--- src/common/frps_pkg.sv ---
// package of constants and types for the flash row program sequencer
package frps_pkg;
  localparam int unsigned CLK_MHZ        = 100;
  localparam int unsigned NVS_US         = 10;
  localparam int unsigned PGS_US         = 5;
  localparam int unsigned PROG_US        = 30;
  localparam int unsigned NVH_US         = 5;
  localparam int unsigned RCV_US         = 1;
  // minimum waits round up to whole cycles
  localparam int unsigned NVS_CYC  = (NVS_US * CLK_MHZ * 1000 + 999) / 1000;
  localparam int unsigned PGS_CYC  = (PGS_US * CLK_MHZ * 1000 + 999) / 1000;
  localparam int unsigned PROG_CYC = (PROG_US * CLK_MHZ * 1000 + 999) / 1000;
  localparam int unsigned NVH_CYC  = (NVH_US * CLK_MHZ * 1000 + 999) / 1000;
  localparam int unsigned RCV_CYC  = (RCV_US * CLK_MHZ * 1000 + 999) / 1000;
  localparam int unsigned TMR_W          = 12;
  localparam int unsigned ROW_BYTES      = 64;
  localparam int unsigned ROW_W          = 6;
  localparam logic [15:0] CTRL_ADDR      = 16'hFF88;
  localparam logic [15:0] PROT_ADDR      = 16'hFF80;
  localparam logic [7:0]  ERASED_BYTE    = 8'hFF;
  localparam logic [7:0]  CTRL_IDLE      = 8'h00;
  localparam logic [7:0]  CTRL_PGM       = 8'h01;
  localparam logic [7:0]  CTRL_PGM_HV    = 8'h09;
  localparam logic [7:0]  CTRL_HV        = 8'h08;
  localparam logic [7:0]  DUMMY_DATA     = 8'h00;

  typedef enum logic [3:0] {
    FRPS_IDLE   = 4'b0000,
    FRPS_SETPGM = 4'b0001,
    FRPS_RDPROT = 4'b0011,
    FRPS_SELROW = 4'b0010,
    FRPS_WNVS   = 4'b0110,
    FRPS_SETHV  = 4'b0111,
    FRPS_WPGS   = 4'b0101,
    FRPS_CHECK  = 4'b0100,
    FRPS_WRBYTE = 4'b1100,
    FRPS_WPROG  = 4'b1101,
    FRPS_CLRPGM = 4'b1111,
    FRPS_WNVH   = 4'b1110,
    FRPS_CLRHV  = 4'b1010,
    FRPS_WRCV   = 4'b1011
  } frps_state_e;
endpackage

--- src/common/frps_tmr_if.sv ---
// interface between the sequencer and its wait timer
`timescale 1ns/10ps
interface frps_tmr_if;
  import frps_pkg::*;
  logic             load;
  logic [TMR_W-1:0] count;
  logic             done;
  modport ctl (output load, output count, input done);
  modport tmr (input load, input count, output done);
endinterface

--- src/rtl/frps_ctrl.sv ---
// host-side controller that runs the flash row program sequence
`timescale 1ns/10ps
module frps_ctrl
  import frps_pkg::*;
(
  input  wire logic        mclk,
  input  wire logic        rst_n,
  input  wire logic        start,
  input  wire logic [15:0] row_addr,
  output logic             byte_req,
  input  wire logic [7:0]  byte_data,
  input  wire logic        byte_last,
  output logic             busy,
  output logic             done,
  output logic             err_not_erased,
  output logic             bus_wr,
  output logic             bus_rd,
  output logic [15:0]      bus_addr,
  output logic [7:0]       bus_wdata,
  input  wire logic [7:0]  bus_rdata,
  input  wire logic [7:0]  cur_data
);

  frps_tmr_if tif ();
  frps_timer u_tmr (
    .mclk  (mclk),
    .rst_n (rst_n),
    .tif   (tif)
  );

  frps_state_e      st_q, st_d;
  logic [ROW_W-1:0] idx_q, idx_d;
  logic [15:0]      row_q, row_d;
  logic             last_q, last_d;
  logic             wr_d, rd_d;
  logic [15:0]      addr_d;
  logic [7:0]       wdata_d;
  logic             done_d, err_d;
  logic [7:0]       prot_q, prot_d;

  // next state and bus command
  always_comb begin
    st_d      = st_q;
    idx_d     = idx_q;
    row_d     = row_q;
    last_d    = last_q;
    prot_d    = prot_q;
    wr_d      = 1'b0;
    rd_d      = 1'b0;
    addr_d    = bus_addr;
    wdata_d   = bus_wdata;
    done_d    = 1'b0;
    err_d     = err_not_erased;
    tif.load  = 1'b0;
    tif.count = '0;
    byte_req  = 1'b0;
    case (st_q) // sequenced in logic, not by code in the array
      FRPS_IDLE: begin
        if (start) begin
          row_d = {row_addr[15:ROW_W], {ROW_W{1'b0}}};
          idx_d = '0;
          err_d = 1'b0;
          st_d  = FRPS_SETPGM;
        end
      end
      FRPS_SETPGM: begin
        wr_d    = 1'b1;
        addr_d  = CTRL_ADDR;
        wdata_d = CTRL_PGM;
        st_d    = FRPS_RDPROT;
      end
      FRPS_RDPROT: begin
        rd_d   = 1'b1;
        addr_d = PROT_ADDR;
        st_d   = FRPS_SELROW;
      end
      FRPS_SELROW: begin
        prot_d    = bus_rdata;
        wr_d      = 1'b1;
        addr_d    = row_q;
        wdata_d   = DUMMY_DATA;
        tif.load  = 1'b1;
        tif.count = TMR_W'(NVS_CYC);
        st_d      = FRPS_WNVS;
      end
      FRPS_WNVS: begin
        if (tif.done) begin
          st_d = FRPS_SETHV;
        end
      end
      FRPS_SETHV: begin
        wr_d      = 1'b1;
        addr_d    = CTRL_ADDR;
        wdata_d   = CTRL_PGM_HV;
        tif.load  = 1'b1;
        tif.count = TMR_W'(PGS_CYC);
        st_d      = FRPS_WPGS;
      end
      FRPS_WPGS: begin
        if (tif.done) begin
          st_d = FRPS_CHECK;
        end
      end
      FRPS_CHECK: begin
        // only the address moves: cur_data shows the target byte, and no
        // array read is strobed between program steps
        addr_d = row_q | {10'h000, idx_q};
        st_d   = FRPS_WRBYTE;
      end
      FRPS_WRBYTE: begin
        byte_req = 1'b1;
        last_d   = byte_last || (idx_q == ROW_W'(ROW_BYTES - 1));
        if (cur_data == ERASED_BYTE) begin
          wr_d      = 1'b1;
          wdata_d   = byte_data;
          tif.load  = 1'b1;
          tif.count = TMR_W'(PROG_CYC);
          st_d      = FRPS_WPROG;
        end else begin
          err_d = 1'b1;
          st_d  = FRPS_CLRPGM;
        end
      end
      FRPS_WPROG: begin
        if (tif.done) begin
          idx_d = idx_q + 1'b1;
          st_d  = last_q ? FRPS_CLRPGM : FRPS_CHECK;
        end
      end
      FRPS_CLRPGM: begin
        wr_d      = 1'b1;
        addr_d    = CTRL_ADDR;
        wdata_d   = CTRL_HV;
        tif.load  = 1'b1;
        tif.count = TMR_W'(NVH_CYC);
        st_d      = FRPS_WNVH;
      end
      FRPS_WNVH: begin
        if (tif.done) begin
          st_d = FRPS_CLRHV;
        end
      end
      FRPS_CLRHV: begin
        wr_d      = 1'b1;
        addr_d    = CTRL_ADDR;
        wdata_d   = CTRL_IDLE;
        tif.load  = 1'b1;
        tif.count = TMR_W'(RCV_CYC);
        st_d      = FRPS_WRCV;
      end
      FRPS_WRCV: begin
        if (tif.done) begin
          done_d = 1'b1;
          st_d   = FRPS_IDLE;
        end
      end
      default: st_d = FRPS_IDLE;
    endcase
  end

  // register state and bus outputs
  always_ff @(posedge mclk or negedge rst_n) begin
    if (!rst_n) begin
      st_q           <= FRPS_IDLE;
      idx_q          <= '0;
      row_q          <= '0;
      last_q         <= 1'b0;
      prot_q         <= '0;
      bus_wr         <= 1'b0;
      bus_rd         <= 1'b0;
      bus_addr       <= '0;
      bus_wdata      <= '0;
      done           <= 1'b0;
      err_not_erased <= 1'b0;
    end else begin
      st_q           <= st_d;
      idx_q          <= idx_d;
      row_q          <= row_d;
      last_q         <= last_d;
      prot_q         <= prot_d;
      bus_wr         <= wr_d;
      bus_rd         <= rd_d;
      bus_addr       <= addr_d;
      bus_wdata      <= wdata_d;
      done           <= done_d;
      err_not_erased <= err_d;
    end
  end

  // busy lets the system hold interrupts off while a row is programmed
  assign busy = (st_q != FRPS_IDLE);
endmodule

--- src/rtl/frps_timer.sv ---
// down-counting wait timer for the sequencer
`timescale 1ns/10ps
module frps_timer
  import frps_pkg::*;
(
  input  wire logic mclk,
  input  wire logic rst_n,
  frps_tmr_if.tmr   tif
);
  logic [TMR_W-1:0] cnt_q;
  logic [TMR_W-1:0] cnt_d;

  // load on request, count to zero
  always_comb begin
    cnt_d = cnt_q;
    if (tif.load) begin
      cnt_d = tif.count;
    end else if (cnt_q != '0) begin
      cnt_d = cnt_q - 1'b1;
    end
  end

  always_ff @(posedge mclk or negedge rst_n) begin
    if (!rst_n) begin
      cnt_q <= '0;
    end else begin
      cnt_q <= cnt_d;
    end
  end

  assign tif.done = (cnt_q == '0) && !tif.load;
endmodule

--- config.mk ---
export PLATFORM = sky130hd
export DESIGN_NAME = frps_ctrl
export DESIGN_NICKNAME = d
export VERILOG_FILES = /design/src/common/frps_pkg.sv /design/src/common/frps_tmr_if.sv /design/src/rtl/frps_ctrl.sv /design/src/rtl/frps_timer.sv
export SDC_FILE = /design/constraint.sdc
export NUM_CORES = 1
export LEC_CHECK = 0
export BUFFER_PORTS_ARGS = -buffer_cell sky130_fd_sc_hd__buf_2
export CORE_AREA = 2 2 96 98
export CTS_CLUSTER_DIAMETER = 100
export DETAILED_ROUTE_END_ITERATION = 6
export DIE_AREA = 0 0 98 100
export SYNTH_ARGS = -nofsm -noshare
export SYNTH_HDL_FRONTEND = slang
export SYNTH_SLANG_ARGS = --single-unit
--- constraint.sdc ---
create_clock -name mclk -period 2.1 [get_ports mclk]
set_input_delay 0.21 -clock mclk [delete_from_list [all_inputs] [get_ports mclk]]
set_output_delay 0.21 -clock mclk [all_outputs]
set_load 0.1 [all_outputs]
# Yosys cells after proc, flatten, opt, wreduce, memory -nomap -nowiden
# Cells that the tools add are included.
[op_classes] n_addsub=2 eq_ne=23 n_mux=29 bitwise=1 n_reduce_logical=22
[op_table] operator="one-hot mux 16 bit (4 select lines)" n=1
[op_table] operator="one-hot mux 4 bit (14 select lines)" n=1
[op_table] operator="one-hot mux 12 bit (4 select lines)" n=1
[op_table] operator="one-hot mux 8 bit (5 select lines)" n=1
[op_table] operator="2-to-1 mux 12 bit" n=3
[op_table] operator="2-to-1 mux 4 bit" n=7
[op_table] operator="== test 4 bit, second input constant" n=6
[op_table] operator="== test 4 x 3 -> 1 bit, second input constant" n=4
[op_table] operator="!= test 2 bit, second input constant" n=8
[op_table] operator="bitwise OR 16 x 6 -> 16 bit" n=1
[op_table] operator="logical NOT 12 bit" n=1
[op_table] operator="2-to-1 mux 6 bit" n=2
[op_table] operator="one-hot mux 6 bit (2 select lines)" n=1
[op_table] operator="nonzero test 12 bit" n=1
[op_table] operator="subtractor 12 x 1 -> 12 bit, second input constant" n=1
[op_table] operator="== test 4 x 2 -> 1 bit, second input constant" n=2
[op_table] operator="== test 8 bit, second input constant" n=1
[op_table] operator="2-to-1 mux 8 bit" n=1
[op_table] operator="nonzero test 4 bit" n=2
[op_table] operator="OR reduction 4 bit" n=2
[op_table] operator="2-to-1 mux 1 bit" n=7
[op_table] operator="adder 6 x 1 -> 6 bit, second input constant" n=1
[op_table] operator="== test 6 bit, second input constant" n=1
[op_table] operator="one-hot mux 1 bit (2 select lines)" n=3
[op_table] operator="other kinds (13)" n=18
[word_totals] reg_bits=61 in_bits=44 output_inout_bits=30 elab_cells=88

# Depth between registers and ports, before layout
[depth] ltp_word=7 depth_mapped=7 ltp_nobuf=6

# Cells and area by module
# A second synthesis with hierarchy kept.
[unflattened] cells_unflattened=295 hier_area_um2=2957.8
[by_module_without_submodules] module="frps_ctrl" n_inst=1 cells_per_inst=222 area_per_inst_um2=2272.2 seq_area_each_um2=1226.2
[by_module_without_submodules] module="frps_timer" n_inst=1 cells_per_inst=73 area_per_inst_um2=685.7 seq_area_each_um2=300.3

# Worst setup path before layout
# OpenSTA, ideal clock, no wires.
[synth_path] kind="flip-flop to flip-flop" from="register st_q[1]" to="register st_q[0]" setup_ps=133 arrival_time_ps=1970 required_ps=1967 path_slack_ps=-2 path_stages_with_launch=6 path_buffers=1 synth_period_minus_slack_ps=2102 path_cell_list="dfrtp_1 buf_2 or4_1 nor2_1 a211oi_1 nand3b_1"
[synth_via] elab_chain_cells=7 elab_cells_between_ends=26 cone_classes="19 x eq/ne; 2 x mux; 5 x reduce/logical"
[synth_rtl] element="from (decl)" line="frps_ctrl.sv:31" text="frps_state_e st_q, st_d;"
[synth_rtl] element="from (signal assigned)" line="frps_ctrl.sv:176" text="st_q <= st_d;"
[synth_rtl] element="== test 4 bit (tied with other cells)" line="frps_ctrl.sv:57" text="case (st_q)"
[synth_rtl] element="OR reduction 4 bit (no line)"
[synth_rtl] element="one-hot mux 1 bit (2 select lines)" line="frps_ctrl.sv:57"
[synth_rtl] element="logical NOT 1 bit" line="frps_timer.sv:31" text="assign tif.done = (cnt_q == '0) && !tif.load;"
[synth_rtl] element="logical AND 1 bit" line="frps_timer.sv:31"
[synth_rtl] element="!= test 2 bit (no line)"
[synth_rtl] element="AND reduction 6 bit (no line)"
# Parallel ways exist; a longest one is shown, timed or not.
# A chain may end at the register's enable or synchronous reset.

# Worst setup path in the final report
[layout_path] from="register st_q[1]" to="output busy"
[layout_via] elab_chain_cells=1
[layout_rtl] element="nonzero test 4 bit" line="frps_ctrl.sv:191" text="assign busy = (st_q != FRPS_IDLE);"
[layout_rtl] element="to (decl)" line="frps_ctrl.sv:13" text="output logic busy,"
# No other way between the ends.

==> results.tsv <==
stage	metric	value	unit
min_path	worstHoldPathCells	3	
timing	final-hold-violation-count	0	
placed_design	portBuffers	59	
final_layout	antenna_cells	0	
floorplan	rows	35	
setup_path	r2r_start	u_tmr.cnt_q[0]	
route	dr.pass1.iters	4	
route	final_antenna_net_count	0	
setup_path	cp.required	1.89	ns
timing	timing.final.ws_setup	0.0996	ns
floorplan	placeableCoreArea	8890	um^2
min_path	hp-class	in -> reg	
global_routing	grt_max_degree	33	
route	drc_errors	0	
clocking	worstSkewPairLatency	0.35	ns
power_and_ir_drop	p_leak	1.70	nW
floorplan	pin_count	74	
setup_path	path_buf_inv	2	
floorplan	dieHeight	100	um
final_layout	layout-drive-gt1-share	29.4	%
route	vias_per_cell	5.23	
clocking	clk_pin_slew	0.07	ns
setup_path	cpLargestDelayFamily	buffers and inverters	
min_path	min_to	row_q[14]	
placed_design	place_hpwl	5440	um
logic_synthesis	synth.largest_area_cell	dfrtp_1	
clocking	numCtsBuffers	9	
setup_path	rr_worst_depth	7	
placed_design	place_ws	0.175	ns
setup_path	crit_path_top_delay_cell	or4_4	
global_routing	grt_pass1_wl	13000	um
run_status	status	completed	
power_and_ir_drop	p_per_area	1100	nW/um^2
logic_synthesis	avgSynthCellArea	10.1	um^2
logic_synthesis	synth-edff-count	0	
min_path	hp-start	row_addr[14]	
route	initialDrtViolationCount	124	
clocking	cts_root_buf	clkbuf_8	
floorplan	die_area	9800	um^2
logic_synthesis	syn-num-nets	345	
route	wl_per_cell	15.4	um
setup_path	cp.depth	3	
setup_path	path_class	reg -> out	
global_routing	antenna_found_initial	0	
logic_synthesis	netlist.area_leader.share	50.6	%
timing	drv_slew	0	
timing	finalCritPeriodShare	95.3	%
clocking	ctsHtreeMaxLevel	3	
logic_synthesis	synthCells	298	
logic_synthesis	ys_seq_area_share	50.6	%
logic_synthesis	ys_dominant_reg_cell	dfrtp_1	
setup_path	max_stage_delay	0.48	ns
final_layout	syn_to_final_growth	25.7	%
setup_path	cp.arrival	1.79	ns
clocking	cts_resized	0	
clocking	ctsHoldBuffers	1	
global_routing	grt_pass1_vias	2647	
final_layout	fin_util	42.6	%
clocking	cts_buffer_depth	2	
route	wl	7550	um
route	num_vias	2571	
timing	setup_viol	0	
logic_synthesis	yosys_warnings	0	
timing	clock_skew	0.00902	ns
logic_synthesis	netlist_area	3010	um^2
timing	holdWs	0.0511	ns
final_layout	fin_nets	423	
clocking	cts_tree	done	
timing	slew_headroom	54.2	%
timing	fin_crit	2.00	ns
floorplan	dieWidth	98	um
setup_path	r2r_slack	0.15	ns
clocking	cts_sinks	61	
setup_path	cp_max_fo	9	
timing	finalSetupTns	0	ns
placed_design	place_congestion	0.883	
power_and_ir_drop	ir_drop	0.487	mV
logic_synthesis	ys_seq_elements	61	
clocking	post_cts_buffers	0	
logic_synthesis	ys_top_cells_by_count	dfrtp_1, nand2_1, nor2_1, nand3_1, buf_2	
logic_synthesis	synthTopCellsByArea	dfrtp_1, nand2_1, a22o_1	
global_routing	overflow	0	
timing	rsz0062_at_grt	no	
logic_synthesis	synthArstFlopShare	100	%
logic_synthesis	post-synth-top-count-cell	dfrtp_1	
setup_path	crit_chain	buf_4 > or4_4 > buf_2	
setup_path	cp-end-kind	output pin	
timing	fmax	0.500	GHz
floorplan	initial_core_util	33.9	%
timing	worst_slew_pin_slew	0.688	ns
logic_synthesis	synth_cell_types	59	
flow_run	maxCapViolCount	0	
setup_path	crit_path_start_kind	flop	
setup_path	reg2reg_to	idx_q[3]	
global_routing	grt_usage	16.5	%
## placed cells by master (no fill, tap or decap), types with 3 or more instances in the layout
| cell type | n |
|---|---|
| dfrtp_1 | 61 |
| buf_2 | 58 |
| nand2_1 | 49 |
| buf_4 | 23 |
| nor2_1 | 15 |
| nand3_1 | 14 |
| a22o_1 | 11 |
| a21oi_1 | 11 |
| o22a_1 | 9 |
| clkbuf_8 | 9 |
| o21ai_0 | 7 |
| inv_1 | 6 |
| nor3_1 | 5 |
| and3_1 | 5 |
| o211ai_1 | 5 |
| nand4_1 | 4 |
| or4_1 | 4 |
| nand3b_1 | 4 |
| mux2i_1 | 4 |
| o21ai_1 | 4 |
| nand2b_1 | 3 |
| and4_1 | 3 |
| nor4_1 | 3 |
| o31ai_1 | 3 |
| xnor2_1 | 3 |
| ha_1 | 3 |
## metal layers
metal / share of wire (%) / vias to the layer above / wire [um] / track usage [%]
met5: 0 / - / 0 / 0
met4: 0.73 / 0 / 55 / 3.95
met3: 5.9 / 6 / 449 / 5.99
met2: 49 / 59 / 3690 / 27.4
met1: 44 / 1249 / 3360 / 20.7
li1: - / 1257 / - / -
## kinds of logic (layout without fill, tap and decap cells)
| family | after synthesis | after routing | synth area share (%) |
|---|---|---|---|
| compound gates | 71 | 71 | 17.6 |
| mux | 6 | 6 | 2.08 |
| xor+xnor | 5 | 5 | 1.45 |
| buf+inv | 23 | 106 | 3.36 |
| simple gates | 129 | 129 | 23.6 |
| flops | 61 | 61 | 50.6 |
| fa+ha+maj | 3 | 3 | 1.25 |
## flip-flops by register name, indices dropped and copies added (netlist names)
| name | count |
|---|---|
| last_q | 1 |
| bus_rd | 1 |
| st_q | 4 |
| bus_wr | 1 |
| done | 1 |
| idx_q | 6 |
| bus_wdata | 8 |
| err_not_erased | 1 |
| bus_addr | 16 |
| u_tmr.cnt_q | 12 |
| row_q | 10 |
## where the power goes
part           total [W]  switching, W  leakage, nW  internal (W)
combinational    0.00158      0.000966        0.888      0.000617
sequential       0.00154      0.000213        0.717       0.00133
clock            0.00104      0.000490       0.0996      0.000551
## worst max path at each step
stage                   startpoint              to  slack, ns
floorplan                  st_q[0]  u_tmr.cnt_q[2]       0.07
global placement    u_tmr.cnt_q[0]        idx_q[3]       0.19
detailed placement  u_tmr.cnt_q[0]        idx_q[3]       0.18
CTS                        st_q[1]            busy       0.09
global route               st_q[1]            busy       0.03
finish                     st_q[1]            busy        0.1
## through the flow
step | total power [W] | cell area [um^2] | std cells
6_report | 0.00417 | 3790 | 492
5_1_grt | 0.00445 | 3790 | 492
4_1_cts | 0.00421 | 3790 | 492
3_5_place_dp | 0.00315 | 3580 | 475
3_3_place_gp | 0.00313 | 3580 | 475
2_1_floorplan | 0.00266 | 3020 | 298
## final cells by class
class / count / area [um^2]
inverters: 6 / 22.5
repair buffers: 84 / 513
multi-input cells: 214 / 1390
fillers: 873 / 5100
well taps: 111 / 139
flip-flops and latches: 61 / 1530
clock buffers: 9 / 124
clock inverters: 7 / 73.8
## worst register-to-register path, stage by stage, from the launching register on
cell,delay (ns)
dfrtp_1,0.39
inv_1,0.11
ha_1,0.16
nor4b_4,0.28
nand3_1,0.21
buf_4,0.21
or4_1,0.46
nand2_1,0.07
Power figures use the tool's default switching activity.
